`config.mk`:
```
export PLATFORM = sky130hd
export DESIGN_NAME = dif_ctrl
export DESIGN_NICKNAME = d
export VERILOG_FILES = /design/src/dif_pkg.sv /design/src/dif_sync_if.sv /design/src/dif_sync.sv /design/src/dif_ctrl.sv
export SDC_FILE = /design/constraint.sdc
export NUM_CORES = 1
export LEC_CHECK = 0
export ABC_AREA = 1
export BUFFER_PORTS_ARGS = -buffer_cell sky130_fd_sc_hd__buf_4
export CAP_MARGIN = 20
export CELL_PAD_IN_SITES_DETAIL_PLACEMENT = 1
export CELL_PAD_IN_SITES_GLOBAL_PLACEMENT = 2
export CORE_ASPECT_RATIO = 0.75
export CORE_UTILIZATION = 35
export DETAILED_ROUTE_END_ITERATION = 7
export PLACE_DENSITY_LB_ADDON = 0.1
export SLEW_MARGIN = 5
export SYNTH_ARGS = -nofsm -noshare
export SYNTH_HDL_FRONTEND = slang
export SYNTH_SLANG_ARGS = --single-unit
```
`constraint.sdc`:
```
create_clock -name CLK -period 4.8 [get_ports CLK]
set_input_delay 0.96 -clock CLK [delete_from_list [all_inputs] [get_ports CLK]]
set_output_delay 0.96 -clock CLK [all_outputs]
set_load 0.01 [all_outputs]
```
`src/dif_pkg.sv`:
```
/*
 Shared constants and types for the drive input-function control block.
 Assumes one 25 MHz control clock and an active-low asynchronous reset.
*/
package dif_pkg;
   localparam int unsigned CLK_HZ        = 25000000;
   localparam int unsigned NUM_INPUTS    = 6;
   // resume delay is given in milliseconds, converted to cycles below
   localparam int unsigned DELAY_MS_W    = 16;
   localparam int unsigned MS_PER_S      = 1000;
   localparam int unsigned CYC_PER_MS    = CLK_HZ / MS_PER_S;
   localparam int unsigned CNT_W         = 16;
   localparam logic [CNT_W-1:0] CYC_PER_MS_C = CNT_W'(CYC_PER_MS);
   localparam int unsigned ERR_W         = 8;
   localparam logic [ERR_W-1:0] ERR_NONE = 8'h00;
   localparam logic [ERR_W-1:0] ERR_EXT  = 8'h0c;
   localparam logic [1:0]  SYNC_RST      = 2'h0;
   localparam logic [DELAY_MS_W-1:0] MS_RST = 16'h0000;
   localparam logic [CNT_W-1:0]      CNT_RST = 16'h0000;

   // input bit positions inside the synchronised terminal vector
   localparam int unsigned IN_FWD   = 0;
   localparam int unsigned IN_REV   = 1;
   localparam int unsigned IN_SET   = 2;
   localparam int unsigned IN_COAST = 3;
   localparam int unsigned IN_FAULT = 4;
   localparam int unsigned IN_CLEAR = 5;

   typedef enum logic [2:0] {
      ST_STOP,
      ST_RUN,
      ST_COAST,
      ST_WAIT,
      ST_TRIP,
      ST_HOLD
   } dif_state_t;
endpackage : dif_pkg

```
`src/dif_sync_if.sv`:
```
/*
 Carries raw terminal levels in and synchronised levels plus edges out.
 Assumes both ends run on the same control clock.
*/
`timescale 1ns/1ps
interface dif_sync_if;
   logic [5:0] raw;
   logic [5:0] level;
   logic [5:0] rise;
   logic [5:0] fall;
   modport src (input raw, output level, output rise, output fall);
   modport dst (output raw, input level, input rise, input fall);
endinterface : dif_sync_if

```
`src/dif_sync.sv`:
```
/*
 Two-flop synchronisers for every terminal input, followed by edge detect.
 Assumes terminal levels are asynchronous to CLK.
*/
`timescale 1ns/1ps
module dif_sync (
   input  wire logic CLK,
   input  wire logic ARST_N,
   dif_sync_if.src   sio
);
   import dif_pkg::*;

   typedef struct packed {
      logic [NUM_INPUTS-1:0] meta;
      logic [NUM_INPUTS-1:0] sync;
      logic [NUM_INPUTS-1:0] prev;
   } dif_sync_st_t;

   dif_sync_st_t st;
   dif_sync_st_t next_st;

   always_comb begin
      next_st      = st;
      next_st.meta = sio.raw;
      next_st.sync = st.meta;
      next_st.prev = st.sync;
   end

   always_ff @(posedge CLK or negedge ARST_N) begin
      if (!ARST_N) begin
         st <= '0;
      end else begin
         st <= next_st;
      end
   end

   // edges only from stable flops; meta feeds sync alone
   assign sio.level = st.sync;
   assign sio.rise  = st.sync & ~st.prev;
   assign sio.fall  = ~st.sync & st.prev;
endmodule : dif_sync

```
`src/dif_ctrl.sv`:
```
/*
 Drive input-function control: motor set select, coast stop with resume
 delay and resume mode, external fault trip with alarm and clear.
 Assumes terminal inputs are asynchronous; settings are quasi-static.
*/
// How it works
// - second parameter set in use while select input is on and applied.
// - select changes take effect only when drive is stopped.
// - select off and applied returns to main parameter set.
// - coast stop disables output immediately, no ramp down.
// - coast release resumes output only if run command still active.
// - resume mode chooses restart from zero or from measured speed.
// - wait the resume delay before restart; zero means no wait.
// - coast input polarity selectable as normally closed.
// - fault rising edge trips, stops output, reports external error code.
// - fault falling edge makes no event; history kept until reset.
// - trip stays latched; only reset clears it, entering stop unless run still active.
// - trip in run lets motor coast and raises alarm at once.
// - reset clears alarm and error; restart if run still active and coast is off.
// - start guard input is unused; reset restarts whenever run still active and coast is off.
// - forward and reverse together count as stop.
// - clear input on then off performs reset cancelling trip.
`timescale 1ns/1ps
module dif_ctrl (
   input  wire logic                          CLK,
   input  wire logic                          ARST_N,
   input  wire logic                          FORWARD_RUN_INPUT,
   input  wire logic                          REVERSE_RUN_INPUT,
   input  wire logic                          SECOND_MOTOR_SELECT,
   input  wire logic                          COAST_STOP,
   input  wire logic                          EXTERNAL_FAULT,
   input  wire logic                          FAULT_CLEAR_INPUT,
   input  wire logic                          KEYPAD_RESET,
   input  wire logic                          COAST_ACTIVE_LOW,
   input  wire logic                          COAST_RESUME_MODE,
   input  wire logic [dif_pkg::DELAY_MS_W-1:0] RESUME_DELAY_TIME,
   input  wire logic                          UNATTENDED_START_GUARD,
   output logic                               OUTPUT_ENABLE,
   output logic                               RUN_REVERSE,
   output logic                               START_FROM_SPEED,
   output logic                               SECOND_SET_ACTIVE,
   output logic                               ALARM,
   output logic [dif_pkg::ERR_W-1:0]          ERROR_CODE,
   output logic                               TRIP_HISTORY,
   output logic [2:0]                         STATE
);
   import dif_pkg::*;

   typedef struct packed {
      dif_state_t            state;
      logic                  out_en;
      logic                  rev;
      logic                  from_speed;
      logic                  second_set;
      logic                  alarm;
      logic [ERR_W-1:0]      err;
      logic                  history;
      logic [DELAY_MS_W-1:0] ms_left;
      logic [CNT_W-1:0]      cyc;
   } dif_ctrl_st_t;

   dif_ctrl_st_t st;
   dif_ctrl_st_t next_st;

   dif_sync_if sio ();

   // keypad is a panel button, synchronised with the terminals
   logic kp_meta;
   logic kp_sync;
   logic kp_prev;

   assign sio.raw = {FAULT_CLEAR_INPUT, EXTERNAL_FAULT, COAST_STOP,
                     SECOND_MOTOR_SELECT, REVERSE_RUN_INPUT, FORWARD_RUN_INPUT};

   dif_sync u_sync (
      .CLK    (CLK),
      .ARST_N (ARST_N),
      .sio    (sio)
   );

   always_ff @(posedge CLK or negedge ARST_N) begin
      if (!ARST_N) begin
         kp_meta <= 1'b0;
         kp_sync <= 1'b0;
         kp_prev <= 1'b0;
      end else begin
         kp_meta <= KEYPAD_RESET;
         kp_sync <= kp_meta;
         kp_prev <= kp_sync;
      end
   end

   logic fwd;
   logic rev;
   logic run_cmd;
   logic run_rise;
   logic coast;
   logic reset_op;
   logic kp_rise;

   always_comb begin
      fwd      = sio.level[IN_FWD];
      rev      = sio.level[IN_REV];
      run_cmd  = (fwd ^ rev);
      // new run edge: either direction rises while the other is off
      run_rise = (sio.rise[IN_FWD] & ~rev) | (sio.rise[IN_REV] & ~fwd);
      coast    = sio.level[IN_COAST] ^ COAST_ACTIVE_LOW;
      kp_rise  = kp_sync & ~kp_prev;
      // reset acts on release of the clear terminal
      reset_op = sio.fall[IN_CLEAR] | kp_rise;
   end

   function automatic dif_ctrl_st_t start_delay(input dif_ctrl_st_t s,
                                                input logic [DELAY_MS_W-1:0] ms);
      dif_ctrl_st_t r;
      r         = s;
      r.out_en  = 1'b0;
      r.ms_left = ms;
      r.cyc     = CNT_RST;
      r.state   = (ms == MS_RST) ? ST_RUN : ST_WAIT;
      r.out_en  = (ms == MS_RST);
      return r;
   endfunction : start_delay

   always_comb begin
      next_st = st;
      case (st.state)
         ST_STOP: begin
            next_st.out_en     = 1'b0;
            next_st.from_speed = 1'b0;
            // parameter set latched only while stopped
            next_st.second_set = sio.level[IN_SET];
            if (run_cmd && !coast) begin
               next_st.state  = ST_RUN;
               next_st.out_en = 1'b1;
               next_st.rev    = rev;
            end else if (run_cmd && coast) begin
               next_st.state = ST_COAST;
               next_st.rev   = rev;
            end
         end
         ST_RUN: begin
            // second_set frozen while running
            next_st.out_en = 1'b1;
            if (!run_cmd) begin
               next_st.state  = ST_STOP;
               next_st.out_en = 1'b0;
            end else if (coast) begin
               next_st.state  = ST_COAST;
               next_st.out_en = 1'b0;
            end else begin
               next_st.rev = rev;
            end
         end
         ST_COAST: begin
            next_st.out_en = 1'b0;
            if (!run_cmd) begin
               next_st.state = ST_STOP;
            end else if (!coast) begin
               next_st            = start_delay(st, RESUME_DELAY_TIME);
               next_st.from_speed = COAST_RESUME_MODE;
               next_st.rev        = rev;
            end
         end
         ST_WAIT: begin
            next_st.out_en = 1'b0;
            if (!run_cmd) begin
               next_st.state = ST_STOP;
            end else if (coast) begin
               next_st.state = ST_COAST;
            end else if (st.cyc == CYC_PER_MS_C - 16'h0001) begin
               next_st.cyc     = CNT_RST;
               next_st.ms_left = st.ms_left - 16'h0001;
               if (st.ms_left == 16'h0001) begin
                  next_st.state  = ST_RUN;
                  next_st.out_en = 1'b1;
               end
            end else begin
               next_st.cyc = st.cyc + 16'h0001;
            end
         end
         ST_TRIP: begin
            next_st.out_en = 1'b0;
            if (reset_op) begin
               next_st.alarm = 1'b0;
               next_st.err   = ERR_NONE;
               next_st.history = 1'b0;
               // guard not consulted; restart decided by run and coast levels alone
               next_st.state = (run_cmd && !coast) ? ST_RUN : ST_STOP;
               next_st.out_en = run_cmd && !coast;
               if (run_cmd && coast) begin
                  next_st.state = ST_COAST;
               end
            end
         end
         ST_HOLD: begin
            // guard: no transition enters this state; would leave on run edge, reset or run off
            next_st.out_en = 1'b0;
            if (run_rise || reset_op || !run_cmd) begin
               next_st.state = ST_STOP;
            end
         end
         default: begin
            next_st.state  = ST_STOP;
            next_st.out_en = 1'b0;
         end
      endcase
      // fault rising edge beats everything else; falling edge ignored
      if (sio.rise[IN_FAULT]) begin
         next_st.state   = ST_TRIP;
         next_st.out_en  = 1'b0;
         next_st.alarm   = 1'b1;
         next_st.err     = ERR_EXT;
         next_st.history = 1'b1;
      end
   end

   always_ff @(posedge CLK or negedge ARST_N) begin
      if (!ARST_N) begin
         st       <= '0;
         st.state <= ST_STOP;
         st.err   <= ERR_NONE;
      end else begin
         st <= next_st;
      end
   end

   // guard input is not used by any logic; no state depends on it
   logic guard_unused;
   assign guard_unused = UNATTENDED_START_GUARD;

   assign OUTPUT_ENABLE     = st.out_en;
   assign RUN_REVERSE       = st.rev;
   assign START_FROM_SPEED  = st.from_speed;
   assign SECOND_SET_ACTIVE = st.second_set;
   assign ALARM             = st.alarm;
   assign ERROR_CODE        = st.err;
   assign TRIP_HISTORY      = st.history;
   assign STATE             = st.state;
endmodule : dif_ctrl

```
# After elaboration in Yosys (flattened, before gate mapping)
# Cells that the tools add are included.
# classes
addsub	2
eq_ne	23
n_mux	35
n_bitwise	15
n_reduce_logical	20
# ops
op	count
$mux W32	2
$pmux W32 S2	1
$mux W49	1
$mux W46	1
$mux W16	2
$mux W4	6
$pmux W4 S6	1
$mux W10	2
$pmux W10 S2	1
$mux W3	6
$add A16 B1 Y16 const B	1
$eq A16 B1 Y1 const B	1
$eq A16 B15 Y1 const B	1
$logic_not A16 Y1	1
$ne A2 B2 Y1 const B	8
$sub A16 B1 Y16 const B	1
$ne A4 B4 Y1 const B	3
$reduce_and A6 Y1	2
$ne A5 B5 Y1 const B	2
$ne A3 B3 Y1 const B	3
$mux W1	8
$reduce_bool A2 Y1	4
$reduce_and A7 Y1	1
$and A6 B6 Y6	1
21 further kinds	35
# totals
reg_bits	70
inputBits	28

# Logic depth before layout (Yosys ltp)
# Gate-level depths: netlist of run 1.
# logic_depth
depth_word	9
mapped_depth	13
ltp_nobuf	13

# Hierarchy
# A second synthesis of run 1 with hierarchy kept.
# unflattened
cells_unflattened	511
hier_area_um2	3637.2
# modules_own_cells
mod	n_inst	cells_per_inst	area_each_um2	seq_area_each_um2
dif_ctrl	1	463	3051.7	1076.0
dif_sync	1	48	585.6	450.4

# Least setup slack after synthesis of run 1
# OpenSTA, ideal clock, no wires.
# synth_timing
kind	input port to flip-flop
startpoint	input COAST_ACTIVE_LOW
endpoint	register st[29] (netlist name)
t_arrival_ns	1.879
required_time_ns	4.674
path_slack_ns	2.795
cell_stages	7
cell_sequence	xnor2_1 > nand2_2 > nor2_8 > nand2_4 > buf_2 > nand2_1 > o21ai_0
# synth_between
elab_chain_cells	3
# synth_lines
element	line	rtl
from (decl)	dif_ctrl.sv:34	input wire logic COAST_ACTIVE_LOW,
$xor A1 B1 Y1 *	dif_ctrl.sv:107	coast = sio.level[IN_COAST] ^ COAST_ACTIVE_LOW;
$ne A2 B2 Y1 (no line)	n/a	
$reduce_and A6 Y1 (no line) *	n/a	
to (signal assigned)	dif_ctrl.sv:224	st <= next_st;
to (decl)	dif_ctrl.sv:62	dif_ctrl_st_t st;
# Every way passes the cells marked *; elsewhere a longest branch is shown, timed or not.
# A chain may end at the register's enable or synchronous reset.

# Final worst setup path of run 1
# layout_timing
startpoint	input COAST_ACTIVE_LOW
endpoint	register st[22] (netlist name)
# The elaborated chain is that of the path after synthesis.

==> reports/results.ini, run 1 <==
[clock_tree]
cts_tree = yes
clkTransAtPathRegs_ps = 50
post_cts_buffers = 0
htreeDepth = 3
cts_made_buffers = 9
clkSinkCount = 59
cts_resized = 0
hold_buffers = 0
insertion_delay_ps = 330
cts_root_buf = clkbuf_16
clockBufferDepth = 2

[finish]
layout_common_cells = nand2_1 (131), nor2_1 (75), dfrtp_1 (59)
final_common_cell = nand2_1
diodes = 0
finalNetCount = 537
layout-drive-gt1-share_pct = 13.5
fin_util_pct = 43.9
area_growth_pct = 18.3

[logic_synthesis]
synth_seq_area_share_pct = 42.9
synth_flop_cell = dfrtp_1
synth-adder-area-share_pct = 1.09
muxShareOfSynthArea_pct = 0
synth_compound_area_share_pct = 8.95
synth.distinct_cells = 39
synth-edff-count = 0
synth_area_per_cell_sq_um = 7.27
synth_seq_cells = 59
synth_xor_xnor_area_share_pct = 3.28
synth_cells = 473
yosys.area_share.simple_pct = 33.2
yosys_warnings = 0
syn_area_sq_um = 3440
ys_async_sr_fraction_pct = 100
synth_top_family_by_area = simple AND/OR/NAND/NOR gates

[floorplanning]
dieArea_sq_um = 10200
core-area_sq_um = 9270
initial_core_util_pct = 37.1
die_width_microns = 116
rows = 30
ios = 45
die_height_microns = 87.8

[drt]
dr.first_iter.drc_count = 85
routed_via_density = 4.82
wl_mm = 9.43
wire_per_inst_microns = 14.8
post-route-drc-count = 0
vias = 3077
drt_first_pass_iters = 4
ant_nets = 0

[placement]
numPortBuffers = 37
gp_congestion = 0.811
dp_hpwl_mm = 6.82

[min_path]
holdCritStartpoint = kp_meta
min_path_type = reg -> reg
hold_path_depth = 0
worstHoldEndpoint = kp_sync

[flow_run]
drv_cap = 0

[pwr]
p_per_area_nw_per_um2 = 489
irDropWorstVdd_mv = 0.254
p_total_mw = 1.99
leakagePower_nw = 1.98

[sta]
tightest_slew_ps = 780
hold_slack_ps = 347
finalHoldViolations = 0
slew_headroom_pct = 48.0
skew_ps = 6.02
setup_viol = 0
maxClockFrequency_mhz = 399
period_share_pct = 52.2
fin_tns_setup_ps = 0
slew_viol_final = 0
finalCriticalPeriod_ps = 2510
rsz0062_at_grt = false

[global_routing]
track_usage_pct = 20.5
grt_overflow = 0
grt_pass1_vias = 3342
grt_pass1_wl_mm = 15.8
antenna_found_initial = 0
grt_max_degree = 60

[critical_path]
worstPathArrival_ps = 2730
required_ps = 5020
crit_fanout = 22
crit_chain = buf_4 -> xnor2_1 -> nand2_2 -> nor2_8 -> nand2_4 -> clkinv_4 -> o21ai_0 -> nand2_1 -> nand2_1
reg2reg_slack_ps = 2540
rr_startpoint = STATE[2]
crit_type = in -> reg
cpPeakStageDelay_ps = 330
crit_family = simple AND/OR/NAND/NOR gates
critPathMostFrequentCell = nand2_1
worst_path_max_delay_cell = nor2_8
cp.buffers_inverters = 2
critPathLaunchType = primary input
rr_endpoint = STATE[0]
endpoint_kind = flop
reg2reg_depth = 10

[outcome]
status = completed

worst max path at each step:
| stage | depth (start not counted) | endpoint | from | slack [ps] |
|---|---|---|---|---|
| after detailed placement | 9 | st[22] | COAST_ACTIVE_LOW | 1920 |
| after CTS | 9 | st[22] | COAST_ACTIVE_LOW | 2270 |
| after floorplan | 7 | st[29] | COAST_ACTIVE_LOW | 2790 |
| final | 9 | st[22] | COAST_ACTIVE_LOW | 2290 |
| after global placement | 9 | st[22] | COAST_ACTIVE_LOW | 1930 |
| after global routing | 9 | st[22] | COAST_ACTIVE_LOW | 2060 |
logic make-up after synthesis:
kind of cell             count (synthesis)
other                                    1
flip-flops                              59
buffers and inverters                   74
adder cells (fa/ha/maj)                  3
XOR/XNOR                                12
AO/OA/AOI/OAI                           53
AND/OR/NAND/NOR                        271
where the power goes:
part           switching, mW  internal (mW)  total, mW
combinational          0.382          0.212      0.594
sequential            0.0990          0.604      0.703
clock                  0.238          0.455      0.693
layout make-up:
type                       count  area [sq um]
timing repair buffer          38           285
clock inverter                 6          88.8
tap                          128           160
sequential                    59          1480
inverter                      53           204
multi-input combinational    345          1620
clock buffer                  10           229
fill                        1206          5200
per-stage QoR:
step                area (sq um)  cells  setup slack (ps)
floorplan                   3460    478              2790
global route                4070    639              2060
CTS                         4070    639              2270
global placement            3750    623              1930
finish                      4070    639              2290
detailed placement          3750    623              1920
state kept, by name, summed over array words and instances, names as in the netlist:
signal             cells
st                    32
u_sync.st              4
STATE                  3
OUTPUT_ENABLE          1
u_sync.next_st         6
kp_sync                1
SECOND_SET_ACTIVE      1
kp_prev                1
ERROR_CODE             1
START_FROM_SPEED       1
kp_meta                1
RUN_REVERSE            1
u_sync.sio.level       6
per-layer routing:
metal / wire length, microns / GRT usage [%]
met4: 109 / 6.64
met5: 0 / 0
met2: 4430 / 35.1
met1: 4580 / 26.1
met3: 313 / 4.08
cells in the mapped netlist, types with 2 or more instances:
library cell / instances / area share, %
o21ai_0: 24 / 3.5
buf_4: 12 / 2.6
a31oi_1: 3 / 0.55
nand2_2: 2 / 0.36
o211ai_1: 2 / 0.44
inv_1: 50 / 5.5
nand3_1: 34 / 4.9
a21oi_1: 16 / 2.3
buf_2: 3 / 0.44
ha_1: 3 / 1.1
xnor2_1: 3 / 0.76
nor3_1: 15 / 2.2
clkbuf_1: 3 / 0.33
nand4_1: 6 / 1.1
nor2_1: 75 / 8.2
inv_2: 2 / 0.22
nor2_2: 2 / 0.36
nand2_1: 131 / 14
buf_6: 2 / 0.65
xor2_1: 8 / 2.0
dfrtp_1: 59 / 43
worst reg2reg max path: stages, from the launching register on:
cell,delay [ps]
dfrtp_1,410
inv_1,170
nand2_2,150
nor2_2,100
buf_4,290
inv_1,430
nor3_2,280
nand2_1,100
nand3_1,130
nand2_1,60
nand2_1,70
(Power assumes the default switching activity.)
==> inputs of run 2 (changes only) <==
- CORE_UTILIZATION: 35 -> 30
- clock period: 4.8 -> 2.2 ns (I/O delays scaled with it)
==> reports/results.ini, run 2 (same netlist as run 1, synthesis figures left out) <==
[pwr]
leakagePower_nw = 2.03
irDropWorstVdd_mv = 0.415
p_total_mw = 4.26
p_per_area_nw_per_um2 = 1030

[sta]
slew_viol_final = 0
setup_viol = 0
slew_headroom_pct = 46.6
maxClockFrequency_mhz = 556
period_share_pct = 81.8
tightest_slew_ps = 801
fin_ws_ps = 401
rsz0062_at_grt = false
hold_slack_ps = 190
fin_tns_setup_ps = 0
skew_ps = 8.50
finalCriticalPeriod_ps = 1800
finalHoldViolations = 0

[finish]
multi_input_area_sq_um = 1620
final_common_cell = nand2_1
finalNonFillerCells = 665
diodes = 0
regMostFlops = st
largest_reg_flops = 32
layout-drive-gt1-share_pct = 16.0
fin_util_pct = 37.7
num-fill-cells = 1366
regArea_sq_um = 1480
area_growth_pct = 20.8
layout_common_cells = nand2_1 (131), nor2_1 (75), dfrtp_1 (59)
finalNetCount = 551
finalInstanceArea_sq_um = 4150

[critical_path]
crit_type = reg -> reg
cpPeakStageDelay_ps = 410
crit_chain = ha_1 -> nand2_1 -> inv_1 -> nand2_1 -> nor2_1 -> nand2_1 -> nand2_1 -> nand2_4 -> clkinv_4 -> o21ai_0 -> o21ai_0
reg2reg_depth = 11
reg2reg_slack_ps = 400
required_ps = 2430
worstPathArrival_ps = 2030
crit_fanout = 22
critPathMostFrequentCell = nand2_1
worst_path_max_delay_cell = dfrtp_1
critPathLaunchType = flop
rr_endpoint = st[29]
endpoint_kind = flop
rr_startpoint = st[0]

[global_routing]
grt_pass1_wl_mm = 16.6
antenna_found_initial = 0
track_usage_pct = 18.5
grt_max_degree = 60
grt_pass1_vias = 3280
grt_overflow = 0

[clock_tree]
clkSinkCount = 59
clkTransAtPathRegs_ps = 60
hold_buffers = 0
cts_resized = 0
cts_root_buf = clkbuf_16
cts_made_buffers = 9
clockBufferDepth = 2
post_cts_buffers = 0
insertion_delay_ps = 350
cts_tree = yes
htreeDepth = 3

[floorplanning]
dieArea_sq_um = 11900
ios = 45
rows = 33
die_width_microns = 126
die_height_microns = 94.7
initial_core_util_pct = 31.2
core-area_sq_um = 11000

[placement]
dp.cells = 649
place_ws_ps = 266
dp_hpwl_mm = 7.25
gp_congestion = 0.799
post_dp_cell_area_sq_um = 3870
numPortBuffers = 37

[drt]
routed_via_density = 4.72
vias = 3141
ant_nets = 0
post-route-drc-count = 5
dr.first_iter.drc_count = 195
wire_per_inst_microns = 14.8
wl_mm = 9.85
drt_first_pass_iters = 6

[flow_run]
drv_cap = 0

[outcome]
status = finished, violations left
failed_checks = design-rule violations

[min_path]
min_path_type = in -> async

-- run 2: critical path: cells and delay by family, from the launching register on --
family | cells | cell delay, ps
AOI/OAI and AO/OA | 2 | 250
DFF | 1 | 410
and+or+nand+nor | 6 | 530
adders and majority gates | 1 | 220
buffers and inverters | 2 | 270
-- run 2: cell type report --
cell class	instances	area share, %
multi-input cells	345	39.1
clock inverters	7	1.42
repair buffers	52	9.40
flip-flops and latches	59	35.6
well taps	140	4.22
clock buffers	9	5.42
inverters	53	4.91
-- run 2: routing by layer --
| metal | up-vias | routed length, microns | part of all wire, % | track usage, % |
|---|---|---|---|---|
| met4 | 0 | 129 | 1.3 | 6.40 |
| met5 | - | 0 | 0 | 0 |
| met1 | 1507 | 5190 | 53 | 25.0 |
| met2 | 44 | 4160 | 42 | 28.8 |
| li1 | 1579 | - | - | - |
| met3 | 11 | 368 | 3.7 | 4.82 |
-- run 2: worst max path at each step --
stage / from / to / depth (start not counted)
floorplan: st[0] / st[27] / 12
finish: st[0] / st[29] / 11
global placement: COAST_ACTIVE_LOW / st[22] / 9
detailed placement: COAST_ACTIVE_LOW / st[22] / 9
global route: st[0] / st[31] / 12
CTS: st[0] / st[29] / 11
-- run 2: where the power goes --
part	switching (mW)	leakage [nW]	internal [mW]
logic	0.858	1.16	0.513
clock network	0.587	0.133	0.777
registers	0.211	0.744	1.32
==> inputs of run 3 (changes only) <==
- CORE_UTILIZATION: 30 -> 33
- clock period: 2.2 -> 1.7 ns (I/O delays scaled with it)
==> reports/results.ini, run 3 (same netlist as run 1, synthesis figures left out) <==
[critical_path]
worst_path_max_delay_cell = dfrtp_2
endpoint_kind = flop
cp.buffers_inverters = 1
reg2reg_slack_ps = 90
rr_startpoint = u_sync.sio.level[0]
crit_fanout = 11
required_ps = 1960
critPathLaunchType = flop
crit_chain = xor2_2 -> nand2_2 -> buf_4 -> nor2_1 -> nand2_1 -> o21ai_0
crit_family = simple AND/OR/NAND/NOR gates
reg2reg_depth = 6
cpPeakStageDelay_ps = 450
rr_endpoint = st[12]
worstPathArrival_ps = 1870
crit_type = reg -> reg

[min_path]
hold_path_depth = 1
min_path_type = in -> reg
holdCritStartpoint = FAULT_CLEAR_INPUT
worstHoldEndpoint = u_sync.next_st[11]

[sta]
finalCriticalPeriod_ps = 1610
fin_ws_ps = 87.0
slew_viol_final = 0
rsz0062_at_grt = true
maxClockFrequency_mhz = 620
skew_ps = 10.6
setup_viol = 0
fin_tns_setup_ps = 0
finalHoldViolations = 0
period_share_pct = 94.9

[placement]
dp.cells = 667
place_ws_ps = -41.2
gp_congestion = 0.819
dp_hpwl_mm = 7.59
numPortBuffers = 37

[clock_tree]
clkTransAtPathRegs_ps = 60
cts_tree = yes
cts_root_buf = clkbuf_16
htreeDepth = 3
cts_made_buffers = 9
insertion_delay_ps = 340
clockBufferDepth = 2
clkSinkCount = 59

[finish]
layout_common_cells = nand2_1 (127), buf_4 (73), nor2_1 (69)
diodes = 0
area_growth_pct = 30.9
layout-drive-gt1-share_pct = 23.8
finalNonFillerCells = 686
finalNetCount = 580
regMostFlops = st
final_common_cell = nand2_1
largest_reg_flops = 32

[drt]
routed_via_density = 4.73
wl_mm = 10.1
post-route-drc-count = 0
ant_nets = 0
dr.first_iter.drc_count = 112
vias = 3248
drt_first_pass_iters = 4
wire_per_inst_microns = 14.7

[floorplanning]
initial_core_util_pct = 34.8
ios = 45
dieArea_sq_um = 10800
rows = 31
core-area_sq_um = 9890
die_height_microns = 90.4
die_width_microns = 120

[pwr]
switching_share_pct = 38.4
irDropWorstVdd_mv = 0.514
p_per_area_nw_per_um2 = 1280
p_sw_mw = 2.22
pwr-share-seq_pct = 34.0
combPwrFrac_pct = 35.4
internal_power_mw = 3.55
p_total_mw = 5.77
leakagePower_nw = 2.22
p_clk_share_pct = 30.6

[global_routing]
track_usage_pct = 20.6
grt_overflow = 0
grt_pass1_vias = 3430
grt_pass1_wl_mm = 17.2
grt_max_degree = 26
antenna_found_initial = 0

[flow_run]
drv_cap = 0

[outcome]
status = completed

run 3: per-stage QoR:
| step | hold WS, ps | area [sq um] | util, % |
|---|---|---|---|
| final | 105 | 4500 | 45.5 |
| after floorplan | 44.4 | 3460 | - |
| after global routing | 95.7 | 4500 | 45.5 |
| after global placement | 252 | 4090 | 41.4 |
| after CTS | 95.3 | 4420 | 44.7 |
| after detailed placement | 254 | 4090 | 41.4 |
run 3: what timing repair did:
action                                  in CTS  in global routing
hold buffers                                 1                  0
buffers inserted                             1                  1
pin swaps                                    1                  4
cloned                                       0                  0
endpoints found under the setup margin      15                 31
endpoints found under the hold margin       16                  0
resized for setup                            3                 27
run 3: worst max path at each step:
stage	start	endpoint	slack [ps]	depth (start not counted)
floorplan	st[0]	st[27]	50	12
global placement	st[0]	st[29]	7	11
detailed placement	st[0]	st[27]	-40	11
CTS	st[0]	st[9]	8	12
global route	st[1]	st[9]	-30	12
finish	u_sync.sio.level[0]	st[12]	90	6
run 3: area by class of cell:
cell class              instances  area [sq um]
fillers                      1236          5390
multi-input cells             345          1690
flip-flops and latches         59          1480
repair buffers                 81           672
clock buffers                   9           225
inverters                      53           211
well taps                     132           165
clock inverters                 7          58.8
run 3: layer usage:
layer  vias up  global-route usage, %  share of wire [%]
li1       1634                      -                  -
met1      1562                   28.3                 51
met2        43                   31.7                 44
met3         9                   4.36                3.7
met4         0                   7.50                1.1
met5         -                      0                  0
run 3: power groups by stage:
stage	logic, mW	clock network (mW)	registers [mW]
floorplan	1.23	0	1.95
global placement	1.91	0	1.96
detailed placement	1.98	0	1.98
CTS	2.01	1.81	1.96
global route	2.31	1.86	2.01
finish	2.04	1.77	1.96
